--- config.mk ---
export PLATFORM = sky130hd
export DESIGN_NAME = scw6_word6
export DESIGN_NICKNAME = d
export VERILOG_FILES = /design/src/rtl/scw6_pkg.sv /design/src/rtl/scw6_word6.sv /design/src/rtl/scw6_power_map.sv
export SDC_FILE = /design/constraint.sdc
export NUM_CORES = 1
export LEC_CHECK = 0
export BUFFER_PORTS_ARGS = -buffer_cell sky130_fd_sc_hd__buf_2
export CORE_UTILIZATION = 53
export DETAILED_ROUTE_END_ITERATION = 16
export PLACE_DENSITY = 0.88
export SLEW_MARGIN = 20
export SYNTH_ARGS = -nofsm -noshare
export SYNTH_HDL_FRONTEND = slang
export SYNTH_SLANG_ARGS = --single-unit
export TNS_END_PERCENT = 5
--- constraint.sdc ---
create_clock -name i_clk -period 3.6 [get_ports i_clk]
set_input_delay 0.18 -clock i_clk [delete_from_list [all_inputs] [get_ports i_clk]]
set_output_delay 0.18 -clock i_clk [all_outputs]
set_load 0.005 [all_outputs]
--- src/rtl/scw6_pkg.sv ---
// constants and types for the sixth synthesizer configuration word
package scw6_pkg;
   // ************************************************************
   // serial framing
   // ************************************************************
   localparam int WORD_BITS = 32;
   localparam logic [2:0] WORD_SELECT_CODE = 3'h6;
   // ************************************************************
   // field positions inside the word
   // ************************************************************
   localparam int POS_SELECT_LSB = 0;
   localparam int POS_BAND_ACC_LSB = 3;
   localparam int POS_STRUCTURE = 5;
   localparam int POS_SHAPING = 6;
   localparam int POS_ZERO_LOW = 7;
   localparam int POS_DITHER_GAIN = 8;
   localparam int POS_ORDER_LSB = 9;
   localparam int POS_BOOST_A = 11;
   localparam int POS_BOOST_B = 12;
   localparam int POS_DIV_MSBS_LSB = 13;
   localparam int POS_ZERO_HIGH = 19;
   // ************************************************************
   // reset values
   // ************************************************************
   localparam logic RST_BOOST = 1'b0;
   localparam logic [1:0] RST_ORDER = 2'h3;
   localparam logic RST_DITHER_GAIN = 1'b0;
   localparam logic RST_SHAPING = 1'b1;
   localparam logic RST_STRUCTURE = 1'b1;
   localparam logic [1:0] RST_BAND_ACC = 2'h0;
   localparam logic [3:0] RST_DIV_MSBS = 4'h0;
   // ************************************************************
   // encodings and scale factors
   // ************************************************************
   localparam logic [1:0] ORDER_OFF = 2'h0;
   localparam logic [1:0] BAND_ACC_RESERVED = 2'h3;
   localparam logic STRUCTURE_VARIANT_B = 1'b0;
   localparam logic STRUCTURE_VARIANT_TWO = 1'b1;
   localparam int DIV_MSB_WEIGHT_LOG2 = 8;
   localparam int DIV_MSBS_W = 4;
   localparam int LOW_COUNT_W = 8;
   localparam int DIVIDE_W = 12;
   typedef logic signed [3:0] scw6_dbm_t;
   typedef enum logic [0:0] {FR_IDLE, FR_SHIFT} scw6_frame_t;
endpackage

--- src/rtl/scw6_word6.sv ---
// serial receiver and field store for the sixth configuration word
`timescale 1ns/1ps
module scw6_word6
   import scw6_pkg::*;
#(
   parameter int FRACTION_W = 16
)
(
   input wire logic i_clk,
   input wire logic i_reset,
   input wire logic i_spi_clk,
   input wire logic i_spi_data,
   input wire logic i_spi_cs_n,
   input wire logic [1:0] i_output_a_level_code,
   input wire logic [1:0] i_output_b_level_code,
   input wire logic [scw6_pkg::LOW_COUNT_W-1:0] i_band_clock_counter_low,
   input wire logic [FRACTION_W-1:0] i_fraction,
   output scw6_pkg::scw6_dbm_t o_output_a_dbm,
   output scw6_pkg::scw6_dbm_t o_output_b_dbm,
   output logic o_output_a_power_boost,
   output logic o_output_b_power_boost,
   output logic [1:0] o_modulator_order,
   output logic o_modulator_on,
   output logic o_integer_mode,
   output logic [FRACTION_W-1:0] o_fraction_effective,
   output logic o_dither_gain_select,
   output logic [2:0] o_dither_step_lsbs,
   output logic o_dither_shaping_on,
   output logic o_modulator_structure,
   output logic [1:0] o_band_search_accuracy,
   output logic [2:0] o_band_compare_cycles,
   output logic o_band_accuracy_reserved,
   output logic [scw6_pkg::DIV_MSBS_W-1:0] o_band_clock_divider_msbs,
   output logic [scw6_pkg::DIVIDE_W-1:0] o_band_clock_divide,
   output logic [scw6_pkg::WORD_BITS-1:0] o_config_word,
   output logic o_word_loaded,
   output logic o_frame_error
);
   import scw6_pkg::*;

   // ************************************************************
   // pin synchronisers
   // ************************************************************
   logic [2:0] sclk_sync;
   logic [2:0] sdat_sync;
   logic [2:0] cs_sync;
   logic sclk_level;
   logic sdat_level;
   logic cs_n_level;
   logic sclk_rise;
   logic cs_fall;
   logic cs_rise;

   always_ff @(posedge i_clk) begin
      if (i_reset) begin
         sclk_sync <= 3'h0;
         sdat_sync <= 3'h0;
         cs_sync <= 3'h7;
      end else begin
         sclk_sync <= {sclk_sync[1:0], i_spi_clk};
         sdat_sync <= {sdat_sync[1:0], i_spi_data};
         cs_sync <= {cs_sync[1:0], i_spi_cs_n};
      end
   end

   // a level only moves once stages two and three agree
   always_ff @(posedge i_clk) begin
      if (i_reset) begin
         sclk_level <= 1'b0;
         sdat_level <= 1'b0;
         cs_n_level <= 1'b1;
      end else begin
         if (sclk_sync[1] == sclk_sync[2]) begin
            sclk_level <= sclk_sync[2];
         end
         if (sdat_sync[1] == sdat_sync[2]) begin
            sdat_level <= sdat_sync[2];
         end
         if (cs_sync[1] == cs_sync[2]) begin
            cs_n_level <= cs_sync[2];
         end
      end
   end

   assign sclk_rise = (sclk_sync[1] == sclk_sync[2]) && sclk_sync[2] && !sclk_level;
   assign cs_fall = (cs_sync[1] == cs_sync[2]) && !cs_sync[2] && cs_n_level;
   assign cs_rise = (cs_sync[1] == cs_sync[2]) && cs_sync[2] && !cs_n_level;

   // ************************************************************
   // frame shifter
   // ************************************************************
   scw6_frame_t frame_state;
   logic [WORD_BITS-1:0] shift_word;
   logic [5:0] bit_count;
   logic frame_good;
   logic frame_match;

   always_ff @(posedge i_clk) begin
      if (i_reset) begin
         frame_state <= FR_IDLE;
      end else begin
         case (frame_state)
            FR_IDLE: begin
               if (cs_fall) begin
                  frame_state <= FR_SHIFT;
               end
            end
            FR_SHIFT: begin
               if (cs_rise) begin
                  frame_state <= FR_IDLE;
               end
            end
            default: frame_state <= FR_IDLE;
         endcase
      end
   end

   // data settles with the same latency as the clock, so the raw third stage is safe here
   always_ff @(posedge i_clk) begin
      if (i_reset) begin
         shift_word <= '0;
         bit_count <= 6'h00;
      end else if (cs_fall) begin
         bit_count <= 6'h00;
      end else if (frame_state == FR_SHIFT && sclk_rise) begin
         shift_word <= {shift_word[WORD_BITS-2:0], sdat_sync[2]};
         if (bit_count != 6'h3F) begin
            bit_count <= bit_count + 6'h01;
         end
      end
   end

   assign frame_good = (bit_count == 6'(WORD_BITS));
   assign frame_match = shift_word[POS_SELECT_LSB +: 3] == WORD_SELECT_CODE;

   // ************************************************************
   // stored fields
   // ************************************************************
   logic load_word;
   logic boost_a;
   logic boost_b;
   logic [1:0] order;
   logic dither_gain;
   logic shaping;
   logic structure;
   logic [1:0] band_acc;
   logic [DIV_MSBS_W-1:0] div_msbs;

   // a short frame never loads, so a truncated word cannot corrupt the store
   assign load_word = frame_state == FR_SHIFT && cs_rise && frame_good && frame_match;

   // other control codes fall through and keep the stored values
   always_ff @(posedge i_clk) begin
      if (i_reset) begin
         boost_a <= RST_BOOST;
         boost_b <= RST_BOOST;
      end else if (load_word) begin
         boost_a <= shift_word[POS_BOOST_A];
         boost_b <= shift_word[POS_BOOST_B];
      end
   end

   always_ff @(posedge i_clk) begin
      if (i_reset) begin
         order <= RST_ORDER;
         dither_gain <= RST_DITHER_GAIN;
         shaping <= RST_SHAPING;
         structure <= RST_STRUCTURE;
      end else if (load_word) begin
         order <= shift_word[POS_ORDER_LSB +: 2];
         dither_gain <= shift_word[POS_DITHER_GAIN];
         shaping <= shift_word[POS_SHAPING];
         structure <= shift_word[POS_STRUCTURE];
      end
   end

   always_ff @(posedge i_clk) begin
      if (i_reset) begin
         band_acc <= RST_BAND_ACC;
         div_msbs <= RST_DIV_MSBS;
      end else if (load_word) begin
         band_acc <= shift_word[POS_BAND_ACC_LSB +: 2];
         div_msbs <= shift_word[POS_DIV_MSBS_LSB +: DIV_MSBS_W];
      end
   end

   // ************************************************************
   // derived controls
   // ************************************************************
   function automatic logic [2:0] pow2_cycles(input logic [1:0] code);
      logic [2:0] v;
      v = 3'h1;
      case (code)
         2'h0: v = 3'h1;
         2'h1: v = 3'h2;
         2'h2: v = 3'h4;
         default: v = 3'h1;
      endcase
      return v;
   endfunction

   always_ff @(posedge i_clk) begin
      if (i_reset) begin
         o_modulator_on <= 1'b1;
         o_integer_mode <= 1'b0;
         o_fraction_effective <= '0;
      end else begin
         o_modulator_on <= order != ORDER_OFF;
         o_integer_mode <= order == ORDER_OFF;
         o_fraction_effective <= (order == ORDER_OFF) ? '0 : i_fraction;
      end
   end

   always_ff @(posedge i_clk) begin
      if (i_reset) begin
         o_dither_step_lsbs <= 3'h1;
         o_band_compare_cycles <= 3'h1;
         o_band_accuracy_reserved <= 1'b0;
      end else begin
         o_dither_step_lsbs <= dither_gain ? 3'h4 : 3'h1;
         // reserved accuracy code falls back to the one-cycle interval
         o_band_compare_cycles <= pow2_cycles(band_acc);
         o_band_accuracy_reserved <= band_acc == BAND_ACC_RESERVED;
      end
   end

   // the host keeps the resulting band clock under its limit; no check here
   always_ff @(posedge i_clk) begin
      if (i_reset) begin
         o_band_clock_divide <= '0;
      end else begin
         o_band_clock_divide <= {div_msbs, i_band_clock_counter_low};
      end
   end

   always_ff @(posedge i_clk) begin
      if (i_reset) begin
         o_word_loaded <= 1'b0;
         o_frame_error <= 1'b0;
      end else begin
         o_word_loaded <= load_word;
         o_frame_error <= frame_state == FR_SHIFT && cs_rise && !frame_good;
      end
   end

   // readback view; the two must-be-zero positions read as zero
   always_comb begin
      o_config_word = '0;
      o_config_word[POS_SELECT_LSB +: 3] = WORD_SELECT_CODE;
      o_config_word[POS_BAND_ACC_LSB +: 2] = band_acc;
      o_config_word[POS_STRUCTURE] = structure;
      o_config_word[POS_SHAPING] = shaping;
      o_config_word[POS_ZERO_LOW] = 1'b0;
      o_config_word[POS_DITHER_GAIN] = dither_gain;
      o_config_word[POS_ORDER_LSB +: 2] = order;
      o_config_word[POS_BOOST_A] = boost_a;
      o_config_word[POS_BOOST_B] = boost_b;
      o_config_word[POS_DIV_MSBS_LSB +: DIV_MSBS_W] = div_msbs;
      o_config_word[POS_ZERO_HIGH] = 1'b0;
   end

   assign o_output_a_power_boost = boost_a;
   assign o_output_b_power_boost = boost_b;
   assign o_modulator_order = order;
   assign o_dither_gain_select = dither_gain;
   assign o_dither_shaping_on = shaping;
   assign o_modulator_structure = structure;
   assign o_band_search_accuracy = band_acc;
   assign o_band_clock_divider_msbs = div_msbs;

   // ************************************************************
   // output level decode
   // ************************************************************
   scw6_power_map u_map_a (
      .i_clk(i_clk),
      .i_reset(i_reset),
      .i_boost(boost_a),
      .i_level_code(i_output_a_level_code),
      .o_dbm(o_output_a_dbm)
   );

   scw6_power_map u_map_b (
      .i_clk(i_clk),
      .i_reset(i_reset),
      .i_boost(boost_b),
      .i_level_code(i_output_b_level_code),
      .o_dbm(o_output_b_dbm)
   );
endmodule

--- src/rtl/scw6_power_map.sv ---
// output level decoder: boost bit plus two-bit level code to dBm
`timescale 1ns/1ps
module scw6_power_map
   import scw6_pkg::*;
(
   input wire logic i_clk,
   input wire logic i_reset,
   input wire logic i_boost,
   input wire logic [1:0] i_level_code,
   output scw6_pkg::scw6_dbm_t o_dbm
);
   import scw6_pkg::*;

   function automatic scw6_dbm_t level_to_dbm(input logic boost, input logic [1:0] code);
      scw6_dbm_t v;
      v = 4'sh0;
      case ({boost, code})
         3'h0: v = -4'sd4;
         3'h1: v = -4'sd1;
         3'h2: v = 4'sd2;
         3'h3: v = 4'sd5;
         3'h4: v = 4'sd2;
         3'h5: v = 4'sd5;
         3'h6: v = 4'sd6;
         default: v = 4'sd7;
      endcase
      return v;
   endfunction

   // registered so the level reads steady against code glitches
   always_ff @(posedge i_clk) begin
      if (i_reset) begin
         o_dbm <= -4'sd4;
      end else begin
         o_dbm <= level_to_dbm(i_boost, i_level_code);
      end
   end
endmodule

# Word level (Yosys, flattened, before mapping)
# Cells that the tools add are included.
[totals] register_bits=95 output_inout_bits=92 word_cells=84
[classes] n_addsub=1 eq_ne=20 mux=7 bitwise_logic=2 n_reduce_logical=27
[ops] op="one-hot mux 4 bit (5 select lines)" n=2
[ops] op="== test 3 bit (second input constant)" n=7
[ops] op="== test 3 x 2 -> 1 bit (second input constant)" n=4
[ops] op="OR reduction 2 bit" n=6
[ops] op="logical AND 1 bit" n=11
[ops] op="adder 6 x 1 -> 6 bit (second input constant)" n=1
[ops] op="== test 3 x 1 -> 1 bit (second input constant)" n=2
[ops] op="== test 6 bit (second input constant)" n=1
[ops] op="zero test 3 bit" n=2
[ops] op="inequality test 6 bit (second input constant)" n=1
[ops] op="one-hot mux 3 bit (2 select lines)" n=1
[ops] op="== test 2 bit (second input constant)" n=2
[ops] op="zero test 1 bit" n=4
[ops] op="AND reduction 2 bit" n=2
[ops] op="two-way mux 3 bit" n=1
[ops] op="== test 1 bit" n=2
[ops] op="== test 2 x 1 -> 1 bit (second input constant)" n=1
[ops] op="zero test 2 bit" n=1
[ops] op="two-way mux 1 bit" n=2
[ops] op="inverter 1 bit" n=2
[ops] op="one-hot mux 1 bit (2 select lines)" n=1
[ops] op="nonzero test 2 bit" n=1

# Logic depth before layout (Yosys ltp)
[logic_depth] depth_word=6 mapped_depth=7 depth_no_buf=5

# Modules after synthesis
# From an unflattened synthesis, not the netlist that was laid out.
[hier_totals] cells_unflattened=345 hier_area_um2=3398.3
[by_module_without_submodules] mod="scw6_word6" instances=1 cells_each=321 area_per_inst_um2=3120.5 seq_area_each_um2=1721.7
[by_module_without_submodules] mod="scw6_power_map" instances=2 cells_each=12 area_per_inst_um2=138.9 seq_area_each_um2=80.1

# Worst setup path after synthesis
# OpenSTA, ideal clock, no wires.
[synth_timing] path_type="flip-flop to flip-flop" start="register bit_count[0]" end="register div_msbs[0], in the netlist o_band_clock_divider_msbs[0]" setup_ns=0.121 t_arrival_ns=1.734 t_required_ns=3.479 slack_ns=1.745 path_stages_with_launch=6 path_cell_list="dfxtp_1 > inv_1 > ha_1 > or4b_4 > nor4_4 > mux2_2"
[synth_via] elab_chain_len=3
[synth_lines] element="start: declaration" line="scw6_word6.sv:94" text="logic [5:0] bit_count;"
[synth_lines] element="start signal: assignment" line="scw6_word6.sv:128" text="bit_count <= bit_count + 6'h01;"
[synth_lines] element="== test 6 bit" line="scw6_word6.sv:133" text="assign frame_good = (bit_count == 6'(WORD_BITS));"
[synth_lines] element="logical AND 1 bit (2 in series)" line="scw6_word6.sv:150" text="assign load_word = frame_state == FR_SHIFT && cs_rise && frame_good && frame_match;"
[synth_lines] element="end signal: assignment" line="scw6_word6.sv:183" text="div_msbs <= shift_word[POS_DIV_MSBS_LSB +: DIV_MSBS_W];"
[synth_lines] element="end: declaration" line="scw6_word6.sv:147" text="logic [DIV_MSBS_W-1:0] div_msbs;"
# Every way passes these cells.
# A chain may end at the register's enable or synchronous reset.

# Worst setup path after layout
[layout_timing] start="register bit_count[0]" end="register div_msbs[3], in the netlist o_band_clock_divider_msbs[3]"
# The elaborated chain is that of the path after synthesis.

==> metrics.yaml <==
yosys:
  yosysUniqueCellTypes: 37
  syn_avg_cell_area_um2: 9.92
  synthArstFlopShare: 0
  synth_top_cells_by_count: "94 x dfxtp_1, 33 x buf_4, 28 x nor2b_1, 20 x a21oi_1"
  synth-edff-count: 0
  synth_area_leaders: "dfxtp_1 54%, buf_4 7.1%, nor2b_1 5.0%"
  synth_top_cell_area_share: 0.538
  ys.flop_type: "dfxtp_1"
  synth_cells: 353
  yosysTopAreaCell: "dfxtp_1"
  yosys_warnings: 0
  synth_seq_cells: 94
  ys_seq_area_frac: 0.538
  yosysMostFrequentCell: "dfxtp_1"
  syn_area_mm2: 0.00350
timing:
  skew_ps: 8.03
  fin_crit_sh: 0.649
  finalCriticalPeriod_ps: 2340
  setup_violations: 0
  rsz0062_at_grt: "no"
  relSlewSlack: 0.417
  setup_tns_ps: 0
  holdWs_ps: 19.7
  worst_slew_pin_slew_ps: 875
  fmaxAchievable_mhz: 428
  drv_slew: 0
  final_hold_viol_count: 0
cells_and_area:
  area_growth_syn_to_layout_pct: 19.3
  drive_above_1_share: 0.295
  design_area_mm2: 0.00418
  nets: 484
  n_antenna_cell: 0
global_route:
  grt_max_degree: 52
  track_usage: 0.186
  grt.overflow.total: 0
  grt_pass1_vias: 2284
  grt_pass1_wl_um: 10300
  antenna_found_initial: 0
worst_setup_path:
  start_kind: "register"
  reg2reg_from: "bit_count[0]"
  path_max_fanout: 9
  cp-startpoint: "bit_count[0]"
  cp.required_ps: 3850
  worstPathArrival_ps: 2580
  worst_setup_path_end_kind: "register"
  critPathKind: "register to register"
detailed_routing:
  ant_nets: 0
  wl_um: 6300
  viasPerCell: 4.87
  post-route-drc-count: 0
  dr.pass1.iters: 4
  first_iter_violations: 234
  via_count: 2557
  wire_per_inst_um: 12.0
clock_network:
  cts.reportedPaths.clkPinSlew_ps: 90
  cts_max_level: 3
  cts_tree: "built"
  clock_path_buffers: 2
  cts_buffers: 9
  cts.sinks: 94
  clock_latency_ps: 360
  cts_root_buf: "clkbuf_8"
  ctsResizeCount: 0
power:
  p_leak_uw: 0.00185
  ir_drop_uv: 381
  power.density_mw_per_mm2: 477
hold_path:
  min_path_type: "input port to register"
  holdCritStartpoint: "i_fraction[12]"
die:
  num_rows: 29
  die_h_um: 83.3
  die-area_mm2: 0.00693
  io_pins: 125
  dieWidth_um: 83.3
  initial_core_util: 0.551
  core_region_area_mm2: 0.00635
place:
  place_area_mm2: 0.00388
  dp_hpwl_um: 4240
  port_buffers: 104
  gp_congestion: 0.738
job:
  cap_violations: 0
run_status:
  status: "finished clean"
-- kinds of logic after synthesis --
family / count (synthesis) / share of synthesized area
AO/OA/AOI/OAI: 51 / 0.0822
XOR/XNOR: 4 / 0.0100
adder cells (fa/ha/maj): 8 / 0.0286
buffers and inverters: 60 / 0.102
flip-flops: 94 / 0.538
multiplexers: 17 / 0.0500
other: 2 / 0.00215
AND/OR/NAND/NOR: 117 / 0.188
-- final timing paths --
| path | end | slack [ps] | cells after the start |
|---|---|---|---|
| setup / recovery | o_band_clock_divider_msbs[3] | 1260 | 6 |
| hold / removal | o_fraction_effective[12] | 20 | 2 |
| setup reg to reg | o_band_clock_divider_msbs[3] | 1260 | 6 |
| hold reg to reg | cs_sync[1] | 420 | 1 |
-- critical path, stage by stage (launching register included) --
cell	delay [ps]
dfxtp_1	350
inv_1	100
ha_1	140
or4b_4	480
nor4_4	510
buf_4	290
mux2_2	350
-- per-stage QoR --
| step | instances | util | setup WS (ps) | total power (µW) |
|---|---|---|---|---|
| global placement | 504 | 0.611 | 1360 | 1180 |
| floorplan | 371 | - | 1740 | 1150 |
| global route | 525 | 0.658 | 1180 | 2070 |
| finish | 525 | 0.658 | 1260 | 1990 |
| CTS | 521 | 0.651 | 1250 | 2010 |
| detailed placement | 504 | 0.611 | 1280 | 1180 |
-- layout by cell type (no fill, tap or decap), types with 2 or more instances in the layout --
cell             n
a2111oi_0        2
a21oi_1         20
and2_1          18
and3b_1          2
buf_2          104
buf_4            2
bufinv_16        3
clkbuf_8         9
clkinv_2         2
conb_1          20
dfxtp_1         94
dlygate4sd3_1    5
ha_1             8
inv_1            9
mux2_2           4
mux2i_1         13
nand2_1         19
nand2b_1         2
nand3_1         19
nand3b_1         5
nor2_1          14
nor2b_1         28
nor3_1           2
o21ai_0         19
o21ai_1          3
or2_2            3
or3_1            2
xnor2_1          2
xor2_1           2
-- layout make-up --
class	instances	area (µm²)
timing repair buffer	111	586
tap	77	96.3
multi-input combinational	217	1330
inverter	10	37.5
fill	489	2170
clock inverter	7	120
sequential	94	1880
clock buffer	9	124
-- state kept, by name, summed over array words and instances (netlist names), 4 cells and up --
signal and cells:
u_map_b.o_dbm 4, o_fraction_effective 16, u_map_a.o_dbm 4, o_band_clock_divide 12
o_band_clock_divider_msbs 4, shift_word 17, bit_count 6
-- what timing repair did --
action                                 CTS  global route
endpoints found under the hold margin    1             4
setup endpoints to repair                0             0
hold buffers                             1             4
buffers inserted                         0             0
-- power breakdown --
part           leakage [µW]  switching [µW]  total (µW)  internal, µW
logic              0.000960            45.5        90.2          44.8
registers          0.000768            6.06        1070          1060
clock network      0.000126             367         833           466
total               0.00185             418        1990          1570
-- metal layers --
metal,wire (µm),track usage
met2,3190,0.307
met5,0,0
met4,97,0.0737
met3,393,0.0726
met1,2620,0.216
Power figures use the tool's default switching activity.
